File: config.mk
export PLATFORM = sky130hd
export DESIGN_NAME = nav_packet_payload_codec
export DESIGN_NICKNAME = d
export VERILOG_FILES = /design/src/design/nav_skid_buffer.v /design/src/design/nav_packet_payload_codec.v
export VERILOG_INCLUDE_DIRS = /design/src /design/src/pkg
export SDC_FILE = /design/constraint.sdc
export NUM_CORES = 2
export LEC_CHECK = 0
export ABC_AREA = 1
export BUFFER_PORTS_ARGS = -buffer_cell sky130_fd_sc_hd__buf_4
export CAP_MARGIN = 20
export CORE_ASPECT_RATIO = 2
export CORE_UTILIZATION = 55
export DETAILED_ROUTE_END_ITERATION = 8
export GPL_TIMING_DRIVEN = 0
export PLACE_DENSITY = 0.83
export SYNTH_ARGS = -nofsm -noshare
export SYNTH_HDL_FRONTEND = slang
export SYNTH_SLANG_ARGS = --single-unit
File: constraint.sdc
create_clock -name sys_clk -period 7.5 [get_ports sys_clk]
set_input_delay 1.5 -clock sys_clk [delete_from_list [all_inputs] [get_ports sys_clk]]
set_output_delay 1.5 -clock sys_clk [all_outputs]
set_load 0.005 [all_outputs]
File: src/pkg/nav_codec_defs.vh
// Constants for the navigation packet payload codec.
// Assumes inclusion by bare name from design files.
`ifndef NAV_CODEC_DEFS_VH
`define NAV_CODEC_DEFS_VH
`define ID_BODY_ACCEL     8'h26
`define ID_EULER          8'h27
`define ID_QUAT           8'h28
`define ID_DCM            8'h29
`define ID_ANG_VEL        8'h2A
`define ID_ANG_ACC        8'h2B
`define ID_EXT_POS_VEL    8'h2C
`define ID_EXT_POS        8'h2D
`define LEN_BODY_ACCEL    8'h10
`define LEN_EULER         8'h0C
`define LEN_QUAT          8'h10
`define LEN_DCM           8'h24
`define LEN_ANG_VEL       8'h0C
`define LEN_ANG_ACC       8'h0C
`define LEN_EXT_POS_VEL   8'h3C
`define LEN_EXT_POS       8'h24
`define OFF_EXT_VEL       8'h18
`define OFF_EXT_POS_DEV   8'h24
`define OFF_EXT_VEL_DEV   8'h30
`define OFF_EXT_POS_ONLY_DEV 8'h18
`endif

File: src/design/nav_skid_buffer.v
// Two-entry valid/ready buffer for payload bytes plus framing flags.
// Assumes source and sink share sys_clk.
`timescale 1ns/10ps
module nav_skid_buffer #(
    parameter WIDTH = 18
) (
    input  wire             sys_clk,
    input  wire             reset,
    input  wire [WIDTH-1:0] in_data,
    input  wire             in_valid,
    output wire             in_ready,
    output wire [WIDTH-1:0] out_data,
    output wire             out_valid,
    input  wire             out_ready
);
    reg [WIDTH-1:0] mem_ff [0:1];
    reg             wr_ptr_ff;
    reg             rd_ptr_ff;
    reg [1:0]       count_ff;
    wire            push;
    wire            pop;

    assign in_ready  = (count_ff != 2'h2);
    assign out_valid = (count_ff != 2'h0);
    assign out_data  = mem_ff[rd_ptr_ff];
    assign push      = in_valid & in_ready;
    assign pop       = out_valid & out_ready;

    always @(posedge sys_clk) begin
        if (push) begin
            mem_ff[wr_ptr_ff] <= in_data;
        end
    end

    always @(posedge sys_clk) begin
        if (reset) begin
            wr_ptr_ff <= 1'b0;
            rd_ptr_ff <= 1'b0;
            count_ff  <= 2'h0;
        end else begin
            if (push) begin
                wr_ptr_ff <= ~wr_ptr_ff;
            end
            if (pop) begin
                rd_ptr_ff <= ~rd_ptr_ff;
            end
            case ({push, pop})
                2'b10:   count_ff <= count_ff + 2'h1;
                2'b01:   count_ff <= count_ff - 2'h1;
                default: count_ff <= count_ff;
            endcase
        end
    end
endmodule

File: src/design/nav_packet_payload_codec.v
// Payload encoder and decoder for navigation packets 38 to 45.
// Assumes header, checksum and link timing are handled outside; bytes stream in and out.
`timescale 1ns/10ps
`include "nav_codec_defs.vh"
module nav_packet_payload_codec (
    input  wire         sys_clk,
    input  wire         reset,
    // Encoder request: id selects packet, words are fp32 fields
    input  wire         tx_req,
    input  wire [7:0]   tx_id,
    input  wire [287:0] tx_words,
    output wire         tx_busy,
    output wire [7:0]   tx_len,
    output wire [7:0]   tx_data,
    output wire         tx_first,
    output wire         tx_last,
    output wire         tx_valid,
    input  wire         tx_ready,
    // Decoder byte stream
    input  wire [7:0]   rx_id,
    input  wire [7:0]   rx_len,
    input  wire [7:0]   rx_data,
    input  wire         rx_first,
    input  wire         rx_last,
    input  wire         rx_valid,
    output wire         rx_ready,
    // Stored external data
    output reg  [63:0]  ext_lat,
    output reg  [63:0]  ext_lon,
    output reg  [63:0]  ext_hgt,
    output reg  [95:0]  ext_vel,
    output reg  [95:0]  ext_pos_dev,
    output reg  [95:0]  ext_vel_dev,
    output reg          ext_pos_update,
    output reg          ext_vel_update,
    output reg          ext_discard
);
    localparam ST_IDLE = 1'b0;
    localparam ST_SEND = 1'b1;

    reg         state_ff;
    reg [287:0] shift_ff;
    reg [7:0]   len_ff;
    reg [7:0]   cnt_ff;
    wire        buf_in_ready;
    wire [17:0] buf_out;

    function [7:0] payload_len;
        input [7:0] id;
        begin
            case (id)
                `ID_BODY_ACCEL:  payload_len = `LEN_BODY_ACCEL;
                `ID_EULER:       payload_len = `LEN_EULER;
                `ID_QUAT:        payload_len = `LEN_QUAT;
                `ID_DCM:         payload_len = `LEN_DCM;
                `ID_ANG_VEL:     payload_len = `LEN_ANG_VEL;
                `ID_ANG_ACC:     payload_len = `LEN_ANG_ACC;
                `ID_EXT_POS_VEL: payload_len = `LEN_EXT_POS_VEL;
                `ID_EXT_POS:     payload_len = `LEN_EXT_POS;
                default:         payload_len = 8'h00;
            endcase
        end
    endfunction

    // Only output packets 38..43 are encoded; others are ignored
    wire tx_id_ok = (tx_id >= `ID_BODY_ACCEL) && (tx_id <= `ID_ANG_ACC);

    assign tx_busy = (state_ff == ST_SEND);
    assign tx_len  = len_ff;

    // Word k of tx_words is field k in payload order, so byte n is bits [8n+7:8n]
    always @(posedge sys_clk) begin
        if (reset) begin
            state_ff <= ST_IDLE;
            shift_ff <= 288'h0;
            len_ff   <= 8'h00;
            cnt_ff   <= 8'h00;
        end else begin
            case (state_ff)
                ST_IDLE: begin
                    if (tx_req && tx_id_ok) begin
                        shift_ff <= tx_words;
                        len_ff   <= payload_len(tx_id);
                        cnt_ff   <= 8'h00;
                        state_ff <= ST_SEND;
                    end
                end
                ST_SEND: begin
                    if (buf_in_ready) begin
                        shift_ff <= {8'h00, shift_ff[287:8]};
                        cnt_ff   <= cnt_ff + 8'h01;
                        if (cnt_ff == len_ff - 8'h01) begin
                            state_ff <= ST_IDLE;
                        end
                    end
                end
                default: state_ff <= ST_IDLE;
            endcase
        end
    end

    // Buffer keeps bytes safe while the link stalls
    nav_skid_buffer #(
        .WIDTH (18)
    ) u_buf (
        .sys_clk   (sys_clk),
        .reset     (reset),
        .in_data   ({8'h00, (cnt_ff == 8'h00), (cnt_ff == len_ff - 8'h01), shift_ff[7:0]}),
        .in_valid  (state_ff == ST_SEND),
        .in_ready  (buf_in_ready),
        .out_data  (buf_out),
        .out_valid (tx_valid),
        .out_ready (tx_ready)
    );
    assign tx_data  = buf_out[7:0];
    assign tx_last  = buf_out[8];
    assign tx_first = buf_out[9];

    // Decoder: gather into a staging area, commit only on a good ending
    reg [479:0] stage_ff;
    reg [7:0]   rx_cnt_ff;
    reg         bad_ff;
    wire [7:0]  rx_pos    = rx_first ? 8'h00 : rx_cnt_ff;
    wire        rx_id_ok  = (rx_id == `ID_EXT_POS_VEL) || (rx_id == `ID_EXT_POS);
    wire        len_ok    = (rx_len == payload_len(rx_id)) && (rx_pos + 8'h01 == rx_len);
    wire [479:0] full_stage;

    assign rx_ready = 1'b1;
    // Incoming byte lands at its own offset, little-endian
    assign full_stage = (stage_ff & ~({472'h0, 8'hFF} << {rx_pos, 3'b000}))
                      | ({472'h0, rx_data} << {rx_pos, 3'b000});

    always @(posedge sys_clk) begin
        if (reset) begin
            stage_ff       <= 480'h0;
            rx_cnt_ff      <= 8'h00;
            bad_ff         <= 1'b0;
            ext_lat        <= 64'h0;
            ext_lon        <= 64'h0;
            ext_hgt        <= 64'h0;
            ext_vel        <= 96'h0;
            ext_pos_dev    <= 96'h0;
            ext_vel_dev    <= 96'h0;
            ext_pos_update <= 1'b0;
            ext_vel_update <= 1'b0;
            ext_discard    <= 1'b0;
        end else begin
            ext_pos_update <= 1'b0;
            ext_vel_update <= 1'b0;
            ext_discard    <= 1'b0;
            if (rx_valid && rx_id_ok) begin
                if (rx_pos < 8'h3C) begin
                    stage_ff <= full_stage;
                end
                rx_cnt_ff <= rx_pos + 8'h01;
                bad_ff    <= rx_first ? (rx_pos >= 8'h3C) : (bad_ff | (rx_pos >= 8'h3C));
                if (rx_last) begin
                    rx_cnt_ff <= 8'h00;
                    // Overlong or short payloads never reach the stored data
                    if (!len_ok || bad_ff) begin
                        ext_discard <= 1'b1;
                    end else begin
                        ext_lat        <= full_stage[63:0];
                        ext_lon        <= full_stage[127:64];
                        ext_hgt        <= full_stage[191:128];
                        ext_pos_update <= 1'b1;
                        if (rx_id == `ID_EXT_POS_VEL) begin
                            ext_vel        <= full_stage[`OFF_EXT_VEL*8 +: 96];
                            ext_pos_dev    <= full_stage[`OFF_EXT_POS_DEV*8 +: 96];
                            ext_vel_dev    <= full_stage[`OFF_EXT_VEL_DEV*8 +: 96];
                            ext_vel_update <= 1'b1;
                        end else begin
                            ext_pos_dev <= full_stage[`OFF_EXT_POS_ONLY_DEV*8 +: 96];
                        end
                    end
                end
            end
        end
    end
endmodule

Yosys cells after proc, flatten, opt, wreduce, memory -nomap -nowiden
Memories as Yosys holds them, arrays and structs flattened. A register that Yosys moved wholly into a read port is not among the register bits. Index checks and enable logic that the tools add are counted. Widths: inputs -> output; s select.

Register bits: 1281. RAM bits: 20. Bits of input ports: 327. Output and inout port bits: 504. Logic and storage cells: 114. Memories: 1.

$add $sub $neg: 5. Magnitude comparators: 4. Eq/ne operators: 24. Shift-type cells: 2. Multiplexer cells: 24. Bitwise operators: 12. Reduce and logical (&&, ||, !) cells: 23.

Memory list: u_buf.mem_ff (depth 2, bits a word 10, read ports 1, clocked after Yosys merged registers in 1, wr ports 1, line nav_skid_buffer.v:16) `reg [WIDTH-1:0] mem_ff [0:1];`.

Operator list (count): $mux 288 (2); $pmux 288 s2 (1); $and 480x480->480 (1); $not 480->480 (1); $or 480x480->480 (1); $shl 8x11->480 (1); $shl 8x11->480 const A (1); $eq 8x6->1 const B (16); $mux 96 (1); $pmux 6 s4 (2); $mux 8 (4); $eq 8x8->1 (3); $add 8x1->8 const B (2); $ge 8x6->1 const B (2); $pmux 8 s2 (1); $mux 1 (11); $reduce_or 3->1 (3); $le 8x6->1 const B (1); $logic_not 8->1 (1); $lt 8x6->1 const B (1); $reduce_or 2->1 (4); $sub 8x1->8 const B (1); $not 1->1 (6); $reduce_and 2->1 (3); other kinds (17) (24).

Longest topological paths before layout
Depth in word-level cells: 9. Depth in mapped cells: 19. Depth with buffers taken out: 17.

By module
A second synthesis with hierarchy kept.

Cells, all modules: 8614. Area, all modules: 59450.8 um^2.

Modules (own cells, without submodules): nav_packet_payload_codec (times used 1, cells an instance 8520, area an instance 57854.2 um^2, seq. area each 25484.4 um^2); nav_skid_buffer (times used 1, cells an instance 94, area an instance 1596.5 um^2, seq. area each 1181.1 um^2).

Worst setup path after synthesis
No wires, ideal clock.

Path type: in2reg. Start: input rx_first. End: register ext_hgt[61]. Setup time: 116 ps. Data arrival time: 3466 ps. Data required time: 7384 ps. Slack: 3918 ps. Cell stages on the path: 18. Buffers on the path: 3. Path through: buf_4 -> nor2_2 -> ha_1 -> inv_1 -> nand2_1 -> nand2_1 -> nand2_1 -> nand2_1 -> nor2_1 -> nand2_1 -> nor2_1 -> nand3_1 -> nor2_2 -> nand2_2 -> buf_2 -> buf_1 -> o21ai_0 -> nor2_1.

Cells in the longest elaborated chain, start to end: 8. Elaborated cells between the ends (all ways): 13. Those cells by class: add/sub (1); eq/ne (1); shift (2); mux (1); bitwise (4); reduce/logical (4).

RTL lines: start: declaration (line nav_packet_payload_codec.v:23) `input wire rx_first,`; $mux 8 (*) (line nav_packet_payload_codec.v:123) `wire [7:0] rx_pos = rx_first ? 8'h00 : rx_cnt_ff;`; $add 8x1->8 (line nav_packet_payload_codec.v:125) `wire len_ok = (rx_len == payload_len(rx_id)) && (rx_pos + 8'h01 == rx_len);`; $eq 8x8->1 (line nav_packet_payload_codec.v:125); $logic_and 1x1->1 (line nav_packet_payload_codec.v:125); $logic_not 1->1 (line nav_packet_payload_codec.v:160) `if (!len_ok || bad_ff) begin`; $logic_or 1x1->1 (line nav_packet_payload_codec.v:160); $not 1->1 (no line); $reduce_and 3->1 (no line); end signal: assignment (line nav_packet_payload_codec.v:165) `ext_hgt <= full_stage[191:128];`; end: declaration (line nav_packet_payload_codec.v:30) `output reg [63:0] ext_hgt,`.

Every way passes the cells marked *; elsewhere a longest branch is shown, timed or not. A chain may end at the register's enable or synchronous reset.

Worst setup path after layout
Start: input rx_data[4]. End: register ext_pos_dev[60].

Cells in the longest elaborated chain, start to end: 3.

RTL lines: start: declaration (line nav_packet_payload_codec.v:22) `input wire [7:0] rx_data,`; $shl 8x11->480 (line nav_packet_payload_codec.v:131) `| ({472'h0, rx_data} << {rx_pos, 3'b000});`; $or 480x480->480 (line nav_packet_payload_codec.v:131); $mux 96 (line nav_packet_payload_codec.v:167) `` if (rx_id == `ID_EXT_POS_VEL) begin ``; end signal: assignment (line nav_packet_payload_codec.v:169) `` ext_pos_dev <= full_stage[`OFF_EXT_POS_DEV*8 +: 96]; ``; end signal: assignment (line nav_packet_payload_codec.v:173) `` ext_pos_dev <= full_stage[`OFF_EXT_POS_ONLY_DEV*8 +: 96]; ``; end: declaration (line nav_packet_payload_codec.v:32) `output reg [95:0] ext_pos_dev,`.

Every way passes these cells.

==> impl_metrics.csv <==
group,metric,value,unit
global_route,grtUsageTotal,52.1,%
drt,drc_errors,8,
min_path,min_path_type,"register to register",
drt,initialDrtViolationCount,7396,
final_layout,post_route_cells_drive_above_1_share,13.8,%
placed_design,routabilityCongestion,1.13,
synthesis,syn_area,0.0597,mm^2
final_layout,nNetsFinal,9816,
floorplan,dieArea,0.110,mm^2
timing,max_freq,167,MHz
clock_tree,clock_latency,780,ps
synthesis,ys.flop_type,"dfxtp_1",
global_route,antenna_found_initial,30,
critical_path,endpoint_kind,"register",
clock_tree,cts-resized-gates,0,
drt,via_count,65800,
synthesis,yosysUniqueCellTypes,44,
timing,rsz0062_at_grt,"no",
critical_path,start_kind,"input port",
synthesis,yosys.area_share.simple,21.0,%
synthesis,synth.area.mux_share,4.90,%
timing,period_needed,5990,ps
timing,finalSetupViolations,0,
timing,relSlewSlack,9.70,%
global_route,grt_max_degree,19,
final_layout,fin_cells,11000,
placed_design,portBuffers,823,
power_and_ir_drop,vdd_drop_max,0.000309,V
global_route,grt_pass1_vias,64100,
synthesis,synth.avg_cell_area,7.01,um^2
clock_tree,hold_buffers,0,
clock_tree,path_clk_slew,70,ps
timing,final.setup.tns,0,ps
synthesis,synth_compound_area_share,17.7,%
floorplan,die_y,468,um
critical_path,crit_type,"input port to register",
final_layout,final_core_util,67.1,%
synthesis,netlist_instances,8522,
flow_run,maxCapViolations,0,
drt,final_antenna_net_count,0,
synthesis,synth_warnings,0,
global_route,grt_first_pass_wirelength,418,mm
floorplan,io_pins,831,
clock_tree,h-tree-depth,3,
timing,finalClockSkew,32.3,ps
clock_tree,cts_sinks,1298,
status,violations,"DRC",
synthesis,seq_area_frac_synth,43.8,%
power_and_ir_drop,cellPowerDensity,205,mW/mm^2
status,status,"finished with violations",
drt,routed_via_density,5.99,
clock_tree,cts_max_path_buffers,3,
final_layout,final_cell_mix,"nand2_1 (1,352), dfxtp_1 (1,278), inv_1 (1,230)",
timing,finalMaxSlewViolations,0,
final_layout,fill_cells,8722,
placed_design,hpwl,230,mm
timing,layout_setup_ws,1510,ps
timing,fin_crit_sh,79.9,%
synthesis,synth_edf_count,20,
timing,tightest_slew,1340,ps
clock_tree,tritoncts,"done",
floorplan,coreArea,0.107,mm^2
final_layout,final_common_cell,"nand2_1",
drt,post_drt_wl_per_cell,26.9,um
critical_path,crit_path_max_fanout,10,
final_layout,multiInputGateArea,0.0262,mm^2
final_layout,area_delta_synth_final,20.7,%
final_layout,regArea,0.0262,mm^2
synthesis,ys_ff_latch,1298,
synthesis,synth-adder-area-share,0.105,%
power_and_ir_drop,p_leak,33.0,nW
synthesis,synth-async-reset-ratio,0,%
placed_design,place_ws,1770,ps
synthesis,synthXorXnorAreaFrac,0.0586,%
floorplan,num_rows,170,
clock_tree,cts-root-buf,"clkbuf_16",
drt,drt_pre_antenna_iters,9,
floorplan,fp.dieW,235,um
clock_tree,numCtsBuffers,110,
critical_path,worstPathRequired,8190,ps
floorplan,initial_core_util,55.6,%
placed_design,dp.cells,10700,
critical_path,critPathArrivalTime,6690,ps
timing,hold_viol,0,
drt,wl,296,mm
global_route,grt-ovfl-total,0,
clock_tree,cts_setup_buffers,0,
synthesis,synth_top_family_by_area,"simple AND/OR/NAND/NOR gates",
==> area by class of cell <==
class	instances	share of cell area, %
diodes	32	0.111
plain buffers	634	3.81
clock buffers	127	4.07
clock inverters	78	1.59
inverters	1245	6.49
multi-input cells	5348	36.3
flip-flops and latches	1298	36.3
well taps	1376	2.39
repair buffers	847	8.93
==> sequential cells by signal, indices dropped and copies added (netlist names), 4 cells and up, named ones only <==
signal	cells
ext_pos_dev	96
tx_len	4
ext_hgt	64
stage_ff	480
u_buf.mem_ff	20
ext_vel_dev	96
ext_lon	64
cnt_ff	8
shift_ff	288
rx_cnt_ff	8
ext_lat	64
ext_vel	96
==> cells by family (layout without fill, tap and decap cells) <==
kind of cell | after synthesis | after routing
AOI/OAI and AO/OA | 2000 | 2000
xor gates and xnor gates | 4 | 4
adders and majority gates | 5 | 5
buffers and inverters | 1879 | 2931
DFF | 1298 | 1298
muxes | 291 | 291
other | 2 | 37
and+or+nand+nor | 3043 | 3043
==> power breakdown <==
| group | switching [mW] | total (mW) | internal [mW] |
|---|---|---|---|
| Combinational | 0.672 | 1.02 | 0.349 |
| Sequential | 0.101 | 7.15 | 7.05 |
| Clock | 2.96 | 6.58 | 3.62 |
==> path summary, 6_finish.rpt <==
path / slack, ps / start / cells past startpoint / end
max: 1510 / rx_data[4] / 11 / ext_pos_dev[60]$_SDFFE_PP0P_
min reg2reg: 460 / shift_ff[2]$_SDFFE_PP0P_ / 0 / u_buf.mem_ff[1][2]$_DFFE_PP_
min: 460 / shift_ff[2]$_SDFFE_PP0P_ / 0 / u_buf.mem_ff[1][2]$_DFFE_PP_
max reg2reg: 2520 / rx_cnt_ff[1]$_SDFFE_PP0P_ / 13 / ext_pos_dev[60]$_SDFFE_PP0P_
==> synth_stat cells (2+ instances only) <==
library cell / n / area (um^2)
nand2_1: 1352 / 5070
dfxtp_1: 1278 / 25600
inv_1: 1230 / 4620
nor2_1: 1179 / 4430
o21ai_0: 1031 / 5160
a21oi_1: 522 / 2610
clkbuf_1: 341 / 1280
mux2i_1: 280 / 2800
nand4_1: 243 / 1520
nand3_1: 198 / 991
o21ai_1: 181 / 906
buf_2: 170 / 851
o211ai_1: 163 / 1220
buf_1: 85 / 319
o22ai_1: 78 / 488
buf_4: 37 / 278
nor3_1: 29 / 145
edfxtp_1: 20 / 601
a22oi_1: 13 / 97.6
nor3_2: 12 / 120
mux2_2: 11 / 124
inv_2: 10 / 37.5
nor2_4: 8 / 90.1
nor4_1: 8 / 50.1
nor2_2: 6 / 37.5
o21a_1: 6 / 45.0
ha_1: 5 / 62.6
a211oi_1: 3 / 22.5
clkinv_1: 3 / 11.3
xor2_1: 3 / 26.3
conb_1: 2 / 7.51
nand2_2: 2 / 12.5
nor4_2: 2 / 25.0
==> worst max-delay path, stage by stage <==
cell and delay [ps]:
buf_4 130, clkinv_1 990, nor3_2 1340, nand3_1 1250, nor2_1 720, nand2_1 170
nand2_1 180, a21oi_1 80, nand3_1 100, nand2_1 70, nor2_1 120
==> through the flow <==
stage / hold WS, ps / power [mW] / cell area [um^2]
2_1_floorplan: 420 / 7.77 / 59800
3_3_place_gp: 422 / 8.22 / 67700
3_5_place_dp: 438 / 8.25 / 67900
4_1_cts: 448 / 14.6 / 71900
5_1_grt: 477 / 15.0 / 72100
6_report: 461 / 14.8 / 72100
==> layer usage <==
layer	track usage [%]	vias to the layer above	wire, um
met3	15.5	1694	30500
met2	84.9	4529	133000
met5	0.615	-	78
met4	65.1	6	43300
met1	47.6	30200	88500
li1	-	29400	-
(Power assumes the default switching activity.)
